File: src/common/lcs_consts.svh
// Offsets, field positions, reset values and timing counts of the laser control port
`ifndef LCS_CONSTS_SVH
`define LCS_CONSTS_SVH

`define LCS_OFF_CTRL 5'h00
`define LCS_OFF_STATUS 5'h04
`define LCS_OFF_TEMP 5'h08
`define LCS_OFF_FLTLATCH 5'h0c

`define LCS_CTRL_INHIBIT 0
`define LCS_CTRL_RST 1'h0

`define LCS_ST_PERMIT 0
`define LCS_ST_GATE 1
`define LCS_ST_RFON 2
`define LCS_ST_HEALTH 3
`define LCS_ST_THERMAL 4
`define LCS_ST_SUPPLY 5
`define LCS_ST_TFAULT 6
`define LCS_ST_REFLECT 7

`define LCS_TEMP_VAL_LSB 0
`define LCS_TEMP_DUTY_LSB 8

`define LCS_FLT_REFLECT 0
`define LCS_FLT_TEMP 1
`define LCS_FLT_SUPPLY 2
`define LCS_FLT_WARN 3
`define LCS_FLT_RST 4'h0

`define LCS_TEMP_WARN_C 8'h3c
`define LCS_TEMP_FAULT_C 8'h49
`define LCS_TEMP_SAT_C 8'h64
`define LCS_DUTY_MIN 7'h00
`define LCS_DUTY_MAX 7'h64

`define LCS_CLK_NS 25
`define LCS_PWM_TICK_NS 1000
`define LCS_PWM_TICK_CYC ((`LCS_PWM_TICK_NS + `LCS_CLK_NS - 1) / `LCS_CLK_NS)
`define LCS_PWM_STEPS 100

`define LCS_RESP_OKAY 2'h0
`define LCS_RESP_SLVERR 2'h2

`endif

File: src/common/lcs_pkg.sv
// Types shared by the laser control port
package lcs_pkg;
    typedef enum logic [1:0] {
        WR_IDLE = 2'b01,
        WR_RESP = 2'b10
    } lcs_wr_state_type;

    typedef enum logic [1:0] {
        RD_IDLE = 2'b01,
        RD_DATA = 2'b10
    } lcs_rd_state_type;
endpackage : lcs_pkg

File: src/core/lcs_laser_port.sv
// Laser control and status port: pin logic, thermal readout and AXI4-Lite registers
// How it works
// - RF excitation follows the gate input while the permit input is high and the software inhibit bit is clear.
// - Host raises permit first; the gate input is ignored while permit is low.
// - Health high only without reflected-power, temperature or supply fault.
// - Thermal flag high below the warning temperature, low at or above it.
// - Temperature fault at the fault temperature drops the health output.
// - Supply flag high only while supply sits strictly between both limits.
// - Readout duty cycle in percent equals internal temperature in Celsius.
// - Readout saturates at 0% for zero or below, 100% at one hundred or above.
`timescale 1ns/100ps
`include "lcs_consts.svh"

module lcs_laser_port (
    input wire logic mclk,
    input wire logic rst_n,
    input wire logic permitIn,
    input wire logic rfGateIn,
    input wire logic reflectedPowerFault,
    input wire logic [7:0] tempCelsius,
    input wire logic supplyAboveLow,
    input wire logic supplyBelowHigh,
    output logic rfOn,
    output logic healthOk,
    output logic thermalOk,
    output logic supplyOk,
    output logic tempPwm,
    input wire logic [4:0] awaddr,
    input wire logic awvalid,
    output logic awready,
    input wire logic [31:0] wdata,
    input wire logic [3:0] wstrb,
    input wire logic wvalid,
    output logic wready,
    output logic [1:0] bresp,
    output logic bvalid,
    input wire logic bready,
    input wire logic [4:0] araddr,
    input wire logic arvalid,
    output logic arready,
    output logic [31:0] rdata,
    output logic [1:0] rresp,
    output logic rvalid,
    input wire logic rready
);
    logic inhibit_r, inhibit_nxt;
    logic rfOn_r, rfOn_nxt;
    logic health_r, health_nxt;
    logic thermal_r, thermal_nxt;
    logic supply_r, supply_nxt;
    logic tempFaultNow;
    logic tempWarnNow;
    logic supplyGood;
    logic healthNow;
    logic [6:0] dutyReq;
    logic [6:0] dutyCur;
    logic [3:0] flt_r, flt_nxt;
    logic [3:0] fltSet;
    logic [3:0] fltClr;
    lcs_pkg::lcs_wr_state_type wrState_r, wrState_nxt;
    lcs_pkg::lcs_rd_state_type rdState_r, rdState_nxt;
    logic [1:0] bresp_r, bresp_nxt;
    logic [1:0] rresp_r, rresp_nxt;
    logic [31:0] rdata_r, rdata_nxt;
    logic wrTake;
    logic rdTake;

    // Pin status logic; outputs registered so they never glitch
    always_comb begin
        tempFaultNow = $signed(tempCelsius) >= $signed(`LCS_TEMP_FAULT_C);
        tempWarnNow = $signed(tempCelsius) >= $signed(`LCS_TEMP_WARN_C);
        supplyGood = supplyAboveLow && supplyBelowHigh;
        healthNow = !reflectedPowerFault && !tempFaultNow && supplyGood;
        // Software inhibit can only remove RF, never grant it without permit
        rfOn_nxt = permitIn && rfGateIn && !inhibit_r;
        health_nxt = healthNow;
        thermal_nxt = !tempWarnNow;
        supply_nxt = supplyGood;
    end

    always_ff @(posedge mclk or negedge rst_n) begin
        if (!rst_n) begin
            rfOn_r <= 1'b0;
            health_r <= 1'b0;
            thermal_r <= 1'b0;
            supply_r <= 1'b0;
        end else begin
            rfOn_r <= rfOn_nxt;
            health_r <= health_nxt;
            thermal_r <= thermal_nxt;
            supply_r <= supply_nxt;
        end
    end

    assign rfOn = rfOn_r;
    assign healthOk = health_r;
    assign thermalOk = thermal_r;
    assign supplyOk = supply_r;

    // Duty request with saturation at both ends
    always_comb begin
        if (tempCelsius[7] || tempCelsius == 8'h00) begin
            dutyReq = `LCS_DUTY_MIN;
        end else if ($signed(tempCelsius) >= $signed(`LCS_TEMP_SAT_C)) begin
            dutyReq = `LCS_DUTY_MAX;
        end else begin
            dutyReq = tempCelsius[6:0];
        end
    end

    lcs_temp_pwm uPwm (
        .mclk(mclk),
        .rst_n(rst_n),
        .dutyReq(dutyReq),
        .pwmOut(tempPwm),
        .dutyCur(dutyCur)
    );

    // Sticky fault record; a new fault wins over a clear in the same cycle
    always_comb begin
        fltSet[`LCS_FLT_REFLECT] = reflectedPowerFault;
        fltSet[`LCS_FLT_TEMP] = tempFaultNow;
        fltSet[`LCS_FLT_SUPPLY] = !supplyGood;
        fltSet[`LCS_FLT_WARN] = tempWarnNow;
        flt_nxt = (flt_r & ~fltClr) | fltSet;
    end

    always_ff @(posedge mclk or negedge rst_n) begin
        if (!rst_n) begin
            flt_r <= `LCS_FLT_RST;
        end else begin
            flt_r <= flt_nxt;
        end
    end

    // Write channel: address and data are taken together
    assign wrTake = (wrState_r == lcs_pkg::WR_IDLE) && awvalid && wvalid;
    assign awready = wrTake;
    assign wready = wrTake;
    assign bvalid = (wrState_r == lcs_pkg::WR_RESP);
    assign bresp = bresp_r;

    always_comb begin
        wrState_nxt = wrState_r;
        bresp_nxt = bresp_r;
        inhibit_nxt = inhibit_r;
        fltClr = 4'h0;
        unique case (wrState_r)
            lcs_pkg::WR_IDLE: begin
                if (wrTake) begin
                    wrState_nxt = lcs_pkg::WR_RESP;
                    bresp_nxt = awaddr[4] ? `LCS_RESP_SLVERR : `LCS_RESP_OKAY;
                    if (wstrb[0] && {awaddr[4:2], 2'b00} == `LCS_OFF_CTRL) begin
                        inhibit_nxt = wdata[`LCS_CTRL_INHIBIT];
                    end
                    if (wstrb[0] && {awaddr[4:2], 2'b00} == `LCS_OFF_FLTLATCH) begin
                        fltClr = wdata[3:0];
                    end
                end
            end
            lcs_pkg::WR_RESP: begin
                if (bready) begin
                    wrState_nxt = lcs_pkg::WR_IDLE;
                end
            end
            default: begin
                wrState_nxt = lcs_pkg::WR_IDLE;
            end
        endcase
    end

    always_ff @(posedge mclk or negedge rst_n) begin
        if (!rst_n) begin
            wrState_r <= lcs_pkg::WR_IDLE;
            bresp_r <= `LCS_RESP_OKAY;
            inhibit_r <= `LCS_CTRL_RST;
        end else begin
            wrState_r <= wrState_nxt;
            bresp_r <= bresp_nxt;
            inhibit_r <= inhibit_nxt;
        end
    end

    // Read channel: data captured at the address handshake
    assign rdTake = (rdState_r == lcs_pkg::RD_IDLE) && arvalid;
    assign arready = (rdState_r == lcs_pkg::RD_IDLE);
    assign rvalid = (rdState_r == lcs_pkg::RD_DATA);
    assign rdata = rdata_r;
    assign rresp = rresp_r;

    always_comb begin
        rdState_nxt = rdState_r;
        rdata_nxt = rdata_r;
        rresp_nxt = rresp_r;
        unique case (rdState_r)
            lcs_pkg::RD_IDLE: begin
                if (rdTake) begin
                    rdState_nxt = lcs_pkg::RD_DATA;
                    rresp_nxt = araddr[4] ? `LCS_RESP_SLVERR : `LCS_RESP_OKAY;
                    rdata_nxt = 32'h0000_0000;
                    case ({araddr[4:2], 2'b00})
                        `LCS_OFF_CTRL: begin
                            rdata_nxt[`LCS_CTRL_INHIBIT] = inhibit_r;
                        end
                        `LCS_OFF_STATUS: begin
                            rdata_nxt[`LCS_ST_PERMIT] = permitIn;
                            rdata_nxt[`LCS_ST_GATE] = rfGateIn;
                            rdata_nxt[`LCS_ST_RFON] = rfOn_r;
                            rdata_nxt[`LCS_ST_HEALTH] = health_r;
                            rdata_nxt[`LCS_ST_THERMAL] = thermal_r;
                            rdata_nxt[`LCS_ST_SUPPLY] = supply_r;
                            rdata_nxt[`LCS_ST_TFAULT] = tempFaultNow;
                            rdata_nxt[`LCS_ST_REFLECT] = reflectedPowerFault;
                        end
                        `LCS_OFF_TEMP: begin
                            rdata_nxt[`LCS_TEMP_VAL_LSB +: 8] = tempCelsius;
                            rdata_nxt[`LCS_TEMP_DUTY_LSB +: 7] = dutyCur;
                        end
                        `LCS_OFF_FLTLATCH: begin
                            rdata_nxt[3:0] = flt_r;
                        end
                    endcase
                end
            end
            lcs_pkg::RD_DATA: begin
                if (rready) begin
                    rdState_nxt = lcs_pkg::RD_IDLE;
                end
            end
            default: begin
                rdState_nxt = lcs_pkg::RD_IDLE;
            end
        endcase
    end

    always_ff @(posedge mclk or negedge rst_n) begin
        if (!rst_n) begin
            rdState_r <= lcs_pkg::RD_IDLE;
            rdata_r <= 32'h0000_0000;
            rresp_r <= `LCS_RESP_OKAY;
        end else begin
            rdState_r <= rdState_nxt;
            rdata_r <= rdata_nxt;
            rresp_r <= rresp_nxt;
        end
    end
endmodule : lcs_laser_port

File: src/core/lcs_temp_pwm.sv
// Fixed-period PWM generator for the temperature readout
`timescale 1ns/100ps
`include "lcs_consts.svh"

module lcs_temp_pwm (
    input wire logic mclk,
    input wire logic rst_n,
    input wire logic [6:0] dutyReq,
    output logic pwmOut,
    output logic [6:0] dutyCur
);
    logic [5:0] tickCnt_r, tickCnt_nxt;
    logic [6:0] step_r, step_nxt;
    logic [6:0] duty_r, duty_nxt;
    logic pwm_r, pwm_nxt;
    logic tick;
    logic wrap;

    always_comb begin
        tick = (tickCnt_r == 6'(`LCS_PWM_TICK_CYC - 1));
        wrap = tick && (step_r == 7'(`LCS_PWM_STEPS - 1));
        tickCnt_nxt = tick ? 6'h00 : tickCnt_r + 6'h01;
        step_nxt = step_r;
        duty_nxt = duty_r;
        if (tick) begin
            step_nxt = wrap ? 7'h00 : step_r + 7'h01;
        end
        // Late duty change would split a period a host is measuring
        if (wrap) begin
            duty_nxt = dutyReq;
        end
        pwm_nxt = (step_nxt < duty_nxt);
    end

    always_ff @(posedge mclk or negedge rst_n) begin
        if (!rst_n) begin
            tickCnt_r <= 6'h00;
            step_r <= 7'h00;
            duty_r <= `LCS_DUTY_MIN;
            pwm_r <= 1'b0;
        end else begin
            tickCnt_r <= tickCnt_nxt;
            step_r <= step_nxt;
            duty_r <= duty_nxt;
            pwm_r <= pwm_nxt;
        end
    end

    assign pwmOut = pwm_r;
    assign dutyCur = duty_r;

    // High steps seen in the running period, so the check needs no long history
    logic [7:0] hiSteps_r, hiSteps_nxt;
    logic [7:0] hiNow;
    always_comb begin
        hiNow = hiSteps_r + {7'h00, pwm_r};
        hiSteps_nxt = hiSteps_r;
        if (wrap) begin
            hiSteps_nxt = 8'h00;
        end else if (tick) begin
            hiSteps_nxt = hiNow;
        end
    end

    always_ff @(posedge mclk or negedge rst_n) begin
        if (!rst_n) begin
            hiSteps_r <= 8'h00;
        end else begin
            hiSteps_r <= hiSteps_nxt;
        end
    end
endmodule : lcs_temp_pwm

File: config.mk
export PLATFORM = sky130hd
export DESIGN_NAME = lcs_laser_port
export DESIGN_NICKNAME = d
export VERILOG_FILES = /design/src/common/lcs_pkg.sv /design/src/core/lcs_laser_port.sv /design/src/core/lcs_temp_pwm.sv
export VERILOG_INCLUDE_DIRS = /design/src /design/src/common
export SDC_FILE = /design/constraint.sdc
export NUM_CORES = 1
export LEC_CHECK = 0
export BUFFER_PORTS_ARGS = -buffer_cell sky130_fd_sc_hd__buf_2
export CAP_MARGIN = 20
export CORE_MARGIN = 3
export CORE_UTILIZATION = 52
export CTS_CLUSTER_DIAMETER = 200
export DETAILED_ROUTE_END_ITERATION = 16
export GPL_TIMING_DRIVEN = 0
export HOLD_SLACK_MARGIN = 0.12
export PLACE_DENSITY = 0.89
export SLEW_MARGIN = 20
export SYNTH_ARGS = -nofsm -noshare
export SYNTH_HDL_FRONTEND = slang
export SYNTH_SLANG_ARGS = --single-unit
File: constraint.sdc
create_clock -name mclk -period 7.6 [get_ports mclk]
set_input_delay 1.52 -clock mclk [delete_from_list [all_inputs] [get_ports mclk]]
set_output_delay 1.52 -clock mclk [all_outputs]
set_load 0.02 [all_outputs]
* Word-level counts from Yosys, hierarchy flattened
Index checks and enable logic that the tools add are counted.
** Word-level totals
- Memories kept :: 0
- ROM bits :: 0
- Register bits after elaboration :: 53
- Bits in writable memories :: 0
- Latch bits :: 0
- Word-level logic and storage cells :: 84
** Cells by class
- Shift operators :: 0
- Multiplexer cells :: 21
- Multipliers :: 0
- Bitwise logic cells :: 3
- Equality and inequality tests :: 14
- Div/mod/pow operators :: 0
- $lt $le $gt $ge :: 4
- Reduce and logical (&&, ||, !) cells :: 25
- Add/sub/neg operators :: 2
** Operator list (count)
- $mux 7 :: 6
- $ge 8x8->1 const B :: 2
- $mux 2 :: 6
- $mux 4 :: 3
- $logic_and 1x1->1 :: 11
- $eq 3x2->1 const B :: 3
- $pmux 3 s3 :: 1
- $ge 8x7->1 const B :: 1
- $logic_not 8->1 :: 1
- $pmux 2 s2 :: 2
- $pmux 4 s2 :: 1
- $reduce_and 2->1 :: 4
- $add 7x1->7 const B :: 1
- $eq 7x7->1 const B :: 1
- $lt 7x7->1 :: 1
- $add 6x1->6 const B :: 1
- $eq 6x6->1 const B :: 1
- $logic_not 3->1 :: 2
- $mux 6 :: 1
- $ne 2x1->1 const B :: 3
- $logic_not 1->1 :: 5
- $and 4x4->4 :: 1
- $eq 2x1->1 const B :: 2
- $eq 2x2->1 const B :: 2
- other kinds (7) :: 7

* Logic depth before layout (Yosys ltp)
Gate-level depths: netlist (run 1).
- Word-level depth :: 8
- Mapped depth :: 11

* Cells and area by module
Synthesis (run 1) repeated with hierarchy kept, for this count alone.
** Second synthesis, totals
- Cell total of the unflattened synthesis :: 238
- Area, all modules :: 2643.8 µm²
** By module, submodules not included
- lcs_laser_port :: seq. area each 753.2 µm², times used 1, cells an instance 138, area each 1525.2 µm²
- lcs_temp_pwm :: seq. area each 525.5 µm², times used 1, cells an instance 100, area each 1118.6 µm²

* Least setup slack after synthesis (run 1)
Ideal clock, no wire load.
- Kind :: input -> register
- Start point :: input port tempCelsius[4]
- End point :: register uPwm.pwm_r (netlist: uPwm.pwmOut)
- Setup time :: 66 ps
- Setup slack :: 3950 ps
- Stages on the path :: 9
- Arrival time :: 3584 ps
- Path buffers :: 0
- Cell sequence :: or3_1 -> and3_1 -> nor4_4 -> a22oi_1 -> ha_1 -> a21oi_1 -> o21ai_0 -> a2111oi_0 -> a31o_1
** On the way
- Longest elaborated chain between the ends :: 5
- Elaborated cells between the ends (all ways) :: 7
- Classes of those cells :: order compare (2); mux (3); reduce/logical (2)
** RTL lines
- start: declaration :: RTL line lcs_laser_port.sv:20 : input wire logic [7:0] tempCelsius,
- $ge 8x8->1 / $logic_not 8->1 (equally long branches) :: RTL line lcs_laser_port.sv:104, lcs_laser_port.sv:102
- $mux 7 / $logic_or 1x1->1 (equally long branches) :: RTL line lcs_laser_port.sv:104, lcs_laser_port.sv:102
- $mux 7 * :: RTL line lcs_laser_port.sv:102 : if (tempCelsius[7] || tempCelsius == 8'h00) begin
- $mux 7 * :: RTL line lcs_temp_pwm.sv:29 : if (wrap) begin
- $lt 7x7->1 * :: RTL line lcs_temp_pwm.sv:32 : pwm_nxt = (step_nxt < duty_nxt);
- named net uPwm.pwm_nxt :: RTL line lcs_temp_pwm.sv:15 : logic pwm_r, pwm_nxt;
- end signal: assignment :: RTL line lcs_temp_pwm.sv:45 : pwm_r <= pwm_nxt;
- end: declaration :: RTL line lcs_temp_pwm.sv:15
The timed path passes the listed nets; every way through them passes the cells marked *.
A chain may end at the register's enable or synchronous reset.

* Final worst setup path (run 1)
Same ends and word-level chain as after synthesis.

==> metrics.md, run 1 <==
| Metric | Value |
|---|---|
| Die height | `77.5 um` |
| Clock share of power | `25.6%` |
| Netlist cell types | `54` |
| Peak VDD IR | `124 uV` |
| Bufs and invs on worst path | `1` |
| Required @ worst endpoint | `7.84 ns` |
| Cts hold-fix bufs | `0` |
| CP Launch Point | `tempCelsius[4]` |
| Post-CTS Setup Bufs | `0` |
| Final core utilization | `65.8%` |
| Total number of vias | `2114` |
| Antenna viol nets, final | `0` |
| Switching power | `184 uW` |
| Worst hold-check path type | `flop to flop` |
| Max Slew Vio Count | `0` |
| IO Count | `112` |
| Area of the die | `0.00601 mm2` |
| Overflow after GRT | `0` |
| Antenna violations before repair | `0` |
| Via density | `5.37` |
| DR pass1 iterations | `4` |
| Slew headroom | `48.1%` |
| Post-CTS sizing | `0` |
| Most common cell after layout, fill and taps aside | `buf_2` |
| Sequential area share after synthesis | `48.1%` |
| Crit path max-delay family | `simple AND/OR/NAND/NOR gates` |
| N_diodes | `0` |
| Clock Tree Buf Depth | `2` |
| RSZ-0062 raised after global routing | `no` |
| Min cycle time layout | `3.82 ns` |
| Cell area after synthesis | `0.00266 mm2` |
| Async SR Flop Fraction | `100%` |
| CP peak stage delay | `0.41 ns` |
| H-tree levels | `2` |
| Worst slew pin tran | `0.768 ns` |
| FF+latch count, synth | `51` |
| CP cell instances | `buf_2 > or3_1 > and3_1 > nor4_4 > a22oi_1 > ha_1 > a21oi_1 > o21ai_0 > a2111oi_0 > a31o_1` |
| CTS tree | `yes` |
| Placer Congestion | `0.892` |
| EDFF count, synth | `0` |
| DP HPWL | `4460 um` |
| Worst skew pair latency | `0.30 ns` |
| Core Region | `0.00485 mm2` |
| Initial DRC count | `174` |
| Setup TNS | `0 ns` |
| # setup viols final | `0` |
| Sw frac | `30.7%` |
| Worst hold margin | `0.460 ns` |
| Starting Density | `54.9%` |
| Final layout net count | `400` |
| Critical Path End Type | `flop` |
| Kind of critical path | `primary input to flop` |
| First-pass GRT wire length | `9690 um` |
| Largest net degree at the start of global routing | `52` |
| Root Buffer Master | `clkbuf_8` |
| Tcrit/Tclk final | `50.3%` |
| Post-Syn Instances | `244` |
| Max-cap violation count | `0` |
| Critical path launch point type | `primary input` |
| Fraction of layout cells with a size suffix above 1 | `30.3%` |
| Critical path peak fanout | `7` |
| R2r startpoint | `uPwm.step_r[0]$_DFF_PN0_` |
| Synth Warn # | `0` |
| Critical Path Slowest Stage Cell | `or3_1` |
| Area growth syn-to-layout | `19.9%` |
| Wirelength per Cell | `14.6 um` |
| Most frequent cells in the layout | `buf_2 (57), dfrtp_1 (49), buf_4 (21), a22o_1 (20)` |
| Vias in the first global route | `2065` |
| Combinational group share of total power | `22.6%` |
| Status | `finished clean` |
| Critical path arrival | `4.07 ns` |
| Sink Count | `51` |
| Final WL | `5740 um` |
| Hold path start | `uPwm.tickCnt_r[0]$_DFF_PN0_` |
| Skew final | `0.00950 ns` |
| GR Util All Layers | `20.3%` |
| DRC viols | `0` |
| CTS clock-pin slew for the worst setup and hold paths | `0.09 ns` |
| Register share of total power | `51.8%` |
| Power Dens Cells | `188 mW/mm2` |
| P_int | `416 uW` |
| Mean post-synth cell area | `10.9 um2` |
| Die Span X | `77.5 um` |
| Lkg Pwr | `0.00167 uW` |
| F_max | `0.262 GHz` |
| Row count | `25` |
| PortBufs | `57` |
| Top_reg_cell synth | `dfrtp_1` |
| TritonCTS Buffers | `5` |
| Final hold violations | `0` |
[per-stage QoR]
| step | instance area (um2) | worst slack [ns] | instances | total power (uW) |
|---|---|---|---|---|
| 5_1_grt | 3190 | 3.54 | 394 | 634 |
| 3_5_place_dp | 3100 | 3.54 | 386 | 452 |
| 4_1_cts | 3190 | 3.84 | 394 | 607 |
| 6_report | 3190 | 3.78 | 394 | 601 |
| 3_3_place_gp | 3100 | 3.60 | 386 | 447 |
| 2_1_floorplan | 2730 | 3.95 | 262 | 400 |
[cell type report]
cell class                 count  area, um2
buffer                        26        174
clock buffer                   6       72.6
clock inverter                 2       17.5
fill                         380       1660
inverter                      13       48.8
multi-input combinational    172       1230
sequential                    51       1280
tap                           67       83.8
timing repair buffer          57        288
[synth_stat cells (all sizes together) (3+ instances only)]
cell type	instances	share of area, %
nor4	4	1.5
nand3	3	0.56
nor2b	5	1.2
a21o	6	1.7
and2	4	0.94
a22o	20	6.6
a222oi	3	1.1
or2	3	0.71
nand2b	4	0.94
and3b	3	0.99
nand3b	4	1.6
a21oi	5	0.94
inv	13	1.8
a22oi	4	1.1
nor3	4	0.75
and3	3	0.71
xnor2	4	1.3
nand4	3	0.94
mux2	5	2.1
nand2	19	2.7
mux2i	3	1.1
buf	21	5.8
dfrtp	49	46
nor2	8	1.1
ha	8	3.8
clkbuf	5	0.71
[power by group through the flow]
stage	Sequential [uW]	Combinational, uW	Clock, uW
2_1_floorplan	335	64.4	0
3_3_place_gp	315	133	0
3_5_place_dp	316	136	0
4_1_cts	311	137	160
5_1_grt	315	148	172
6_report	311	136	154
[flip-flops by register name (all words and copies together) (netlist names), 2 cells and up]
name	flops
uPwm.step_r	7
rdata	15
uPwm.tickCnt_r	6
flt_r	4
wrState_r	2
rdState_r	2
uPwm.dutyCur	7
[kinds of logic (layout without fill, tap and decap cells)]
logic type / after synthesis / after routing / synth area share, %
flops: 51 / 51 / 48.1
buf+inv: 39 / 104 / 8.37
xor+xnor: 6 / 6 / 1.98
compound gates: 54 / 54 / 16.3
fa+ha+maj: 8 / 8 / 3.76
simple gates: 76 / 76 / 17.3
other cells: 1 / 19 / 0.141
mux: 9 / 9 / 4.09
[routing by layer]
layer  vias up  routed length (um)  track usage (%)
li1       1025                   -                -
met1       994                2440             26.8
met5         -                   0                0
met2        84                2850             33.0
met3        11                 361             3.71
met4         0                  91             8.54
[final timing paths]
kind	end	slack, ns	cells after the start
setup reg to reg	uPwm.pwmOut$_DFF_PN0_	4.51	10
hold / removal	uPwm.tickCnt_r[0]$_DFF_PN0_	0.46	1
min in group asynchronous	uPwm.dutyCur[4]$_DFF_PN0_	1.23	1
max in group asynchronous	flt_r[1]$_DFF_PN0_	5.95	1
hold reg to reg	uPwm.tickCnt_r[0]$_DFF_PN0_	0.46	1
setup / recovery	uPwm.pwmOut$_DFF_PN0_	3.78	10
(Power assumes the default switching activity.)
==> run 2: changes to the inputs <==
--- a/config.mk
+++ b/config.mk
@@ -9,12 +9,12 @@
 export BUFFER_PORTS_ARGS = -buffer_cell sky130_fd_sc_hd__buf_2
 export CAP_MARGIN = 20
 export CORE_MARGIN = 3
-export CORE_UTILIZATION = 52
+export CORE_UTILIZATION = 43
 export CTS_CLUSTER_DIAMETER = 200
 export DETAILED_ROUTE_END_ITERATION = 16
 export GPL_TIMING_DRIVEN = 0
 export HOLD_SLACK_MARGIN = 0.12
-export PLACE_DENSITY = 0.89
+export PLACE_DENSITY = 0.79
 export SLEW_MARGIN = 20
 export SYNTH_ARGS = -nofsm -noshare
 export SYNTH_HDL_FRONTEND = slang
==> constraint.sdc (replaced) <==
create_clock -name mclk -period 3.1 [get_ports mclk]
set_input_delay 0.62 -clock mclk [delete_from_list [all_inputs] [get_ports mclk]]
set_output_delay 0.62 -clock mclk [all_outputs]
set_load 0.02 [all_outputs]
==> run 2 against run 1 <==
Compared with the run above: global-route usage decreased by 3.5 points; power increased by 150%; largest power group unchanged; non-clock buffer count increased by 4; critical path type is now flop to flop; register-to-register slack got worse by 4.3 ns; clock power increased to 2.6 times the previous value; count of clock-buffer cells in the layout decreased by 1; setup slack got worse by 3.6 ns.
==> metrics.md, run 2 (synthesis results as in run 1) <==
| Metric | Value |
|---|---|
| Root Buffer Master | `clkbuf_8 (unchanged)` |
| Final hold violations | `0 (unchanged)` |
| # setup viols final | `0 (unchanged)` |
| Status | `finished clean (unchanged)` |
| Starting Density | `44.7% (was 54.9%)` |
| First-pass GRT wire length | `9800 um (was 9690 um)` |
| Die Span X | `84.7 um (was 77.5 um)` |
| Final WL | `5880 um (was 5740 um)` |
| Area growth syn-to-layout | `22.5% (was 19.9%)` |
| Wirelength per Cell | `14.5 um (was 14.6 um)` |
| Critical path launch point type | `flop (was primary input)` |
| Design area | `0.00326 mm2 (was 0.00319 mm2)` |
| N_diodes | `0 (unchanged)` |
| FILL cells | `535 (was 380)` |
| Critical path arrival | `3.14 ns (was 4.07 ns)` |
| DRC viols | `0 (unchanged)` |
| Sink Count | `51 (unchanged)` |
| Peak VDD IR | `283 uV (was 124 uV)` |
| Initial DRC count | `98 (was 174)` |
| Die height | `84.7 um (was 77.5 um)` |
| Skew final | `0.00909 ns (was 0.00950 ns)` |
| FF+latch area | `0.00128 mm2 (unchanged)` |
| F_max | `0.346 GHz` |
| Worst hold margin | `0.266 ns (was 0.460 ns)` |
| TritonCTS Buffers | `5 (unchanged)` |
| Worst hold-check path type | `primary input to async pin (was flop to flop)` |
| Max-cap violation count | `0 (unchanged)` |
| Row count | `28 (was 25)` |
| Most common cell after layout, fill and taps aside | `buf_2 (unchanged)` |
| Area of the multi-input gates | `0.00124 mm2 (was 0.00123 mm2)` |
| Final layout net count | `404 (was 400)` |
| CTS tree | `yes (unchanged)` |
| Worst skew pair latency | `0.31 ns (was 0.30 ns)` |
| DP HPWL | `4660 um (was 4460 um)` |
| GR Util All Layers | `16.8% (was 20.3%)` |
| Cts hold-fix bufs | `0 (unchanged)` |
| Largest net degree at the start of global routing | `30 (was 52)` |
| Max Slew Vio Count | `0 (unchanged)` |
| Area of the die | `0.00717 mm2 (was 0.00601 mm2)` |
| Total number of vias | `2122 (was 2114)` |
| Clock Tree Buf Depth | `2 (unchanged)` |
| Most frequent cells in the layout | `buf_2 (58), dfrtp_1 (49), buf_4 (23), a22o_1 (20) (was buf_2 (57), dfrtp_1 (49), buf_4 (21), a22o_1 (20))` |
| Power Dens Cells | `457 mW/mm2 (was 188 mW/mm2)` |
| IO Count | `112 (unchanged)` |
| RSZ-0062 raised after global routing | `no (unchanged)` |
| Worst slew pin tran | `0.744 ns (was 0.768 ns)` |
| Max FFs per register | `15 (unchanged)` |
| Kind of critical path | `flop to flop (was primary input to flop)` |
| Min cycle time layout | `2.89 ns` |
| Via density | `5.23 (was 5.37)` |
| Core Region | `0.00596 mm2 (was 0.00485 mm2)` |
| Area after DPL | `0.00313 mm2 (was 0.00310 mm2)` |
| H-tree levels | `2 (unchanged)` |
| DR pass1 iterations | `4 (unchanged)` |
| CTS clock-pin slew for the worst setup and hold paths | `0.10 ns (was 0.09 ns)` |
| Critical path peak fanout | `7 (unchanged)` |
| Slew headroom | `49.7% (was 48.1%)` |
| PortBufs | `57 (unchanged)` |
| Required @ worst endpoint | `3.34 ns (was 7.84 ns)` |
| Vias in the first global route | `2111 (was 2065)` |
| Lkg Pwr | `0.00168 uW (was 0.00167 uW)` |
| Antenna viol nets, final | `0 (unchanged)` |
| Antenna violations before repair | `0 (unchanged)` |
| Tcrit/Tclk final | `93.3%` |
| Placer Congestion | `0.886 (was 0.892)` |
| Critical Path End Type | `flop (unchanged)` |
| Overflow after GRT | `0 (unchanged)` |
| Fraction of layout cells with a size suffix above 1 | `32.0% (was 30.3%)` |
## run 2: layout make-up
class / count / share of cell area [%]
inverter: 13 / 1.50
clock buffer: 5 / 2.11
buffer: 26 / 5.37
timing repair buffer: 61 / 10.1
sequential: 51 / 39.2
tap: 75 / 2.88
clock inverter: 3 / 0.845
multi-input combinational: 172 / 38.0
## run 2: worst max-delay path, stage by stage, from the launching register on
cell	delay (ns)
dfrtp_1	0.45
ha_1	0.27
and3b_1	0.27
nand4_4	0.18
nor4_4	0.29
buf_4	0.18
a22oi_1	0.09
ha_1	0.32
and3_1	0.16
a2111oi_1	0.39
a31o_1	0.21
## run 2: repair_timing
action,CTS,global route
setup endpoints to repair,0,1
buffers inserted,0,3
gates resized for setup,0,5
## run 2: metal layers
metal | global-route usage, % | share of wire (%) | wire length (um)
met5 | 0 | 0 | 0
met4 | 5.32 | 1.4 | 83
met3 | 4.32 | 5.9 | 345
met2 | 27.6 | 50 | 2930
met1 | 21.7 | 43 | 2530
## run 2: final timing paths
check,startpoint,to,depth (start not counted),slack [ns]
max in group asynchronous,rst_n,wrState_r[0]$_DFFE_PN1P_,2,2.23
setup reg to reg,uPwm.step_r[0]$_DFF_PN0_,uPwm.pwmOut$_DFF_PN0_,10,0.21
setup / recovery,uPwm.step_r[0]$_DFF_PN0_,uPwm.pwmOut$_DFF_PN0_,10,0.21
hold / removal,rst_n,uPwm.dutyCur[6]$_DFF_PN0_,1,0.27
min in group mclk,inhibit_r$_DFFE_PN0P_,rfOn$_DFF_PN0_,1,0.47
hold reg to reg,inhibit_r$_DFFE_PN0P_,rfOn$_DFF_PN0_,1,0.47
## run 2: power breakdown
part	internal, uW	leakage (uW)	switching (uW)
logic	134	0.000992	202
registers	727	0.000641	35.2
clock network	166	0.0000463	228
total	1030	0.00168	465
## run 2: metrics by stage
| step | worst slack (ns) | std cells | utilization, % | setup TNS, ns | power (uW) |
|---|---|---|---|---|---|
| floorplan | 0.350 | 262 | - | 0 | 980 |
| global placement | -0.00290 | 394 | 52.2 | -0.00290 | 1100 |
| detailed placement | -0.0561 | 395 | 52.5 | -0.0561 | 1110 |
| CTS | 0.0172 | 403 | 54.1 | 0 | 1510 |
| global route | 0.0237 | 406 | 54.7 | 0 | 1570 |
| finish | 0.209 | 406 | 54.7 | 0 | 1490 |
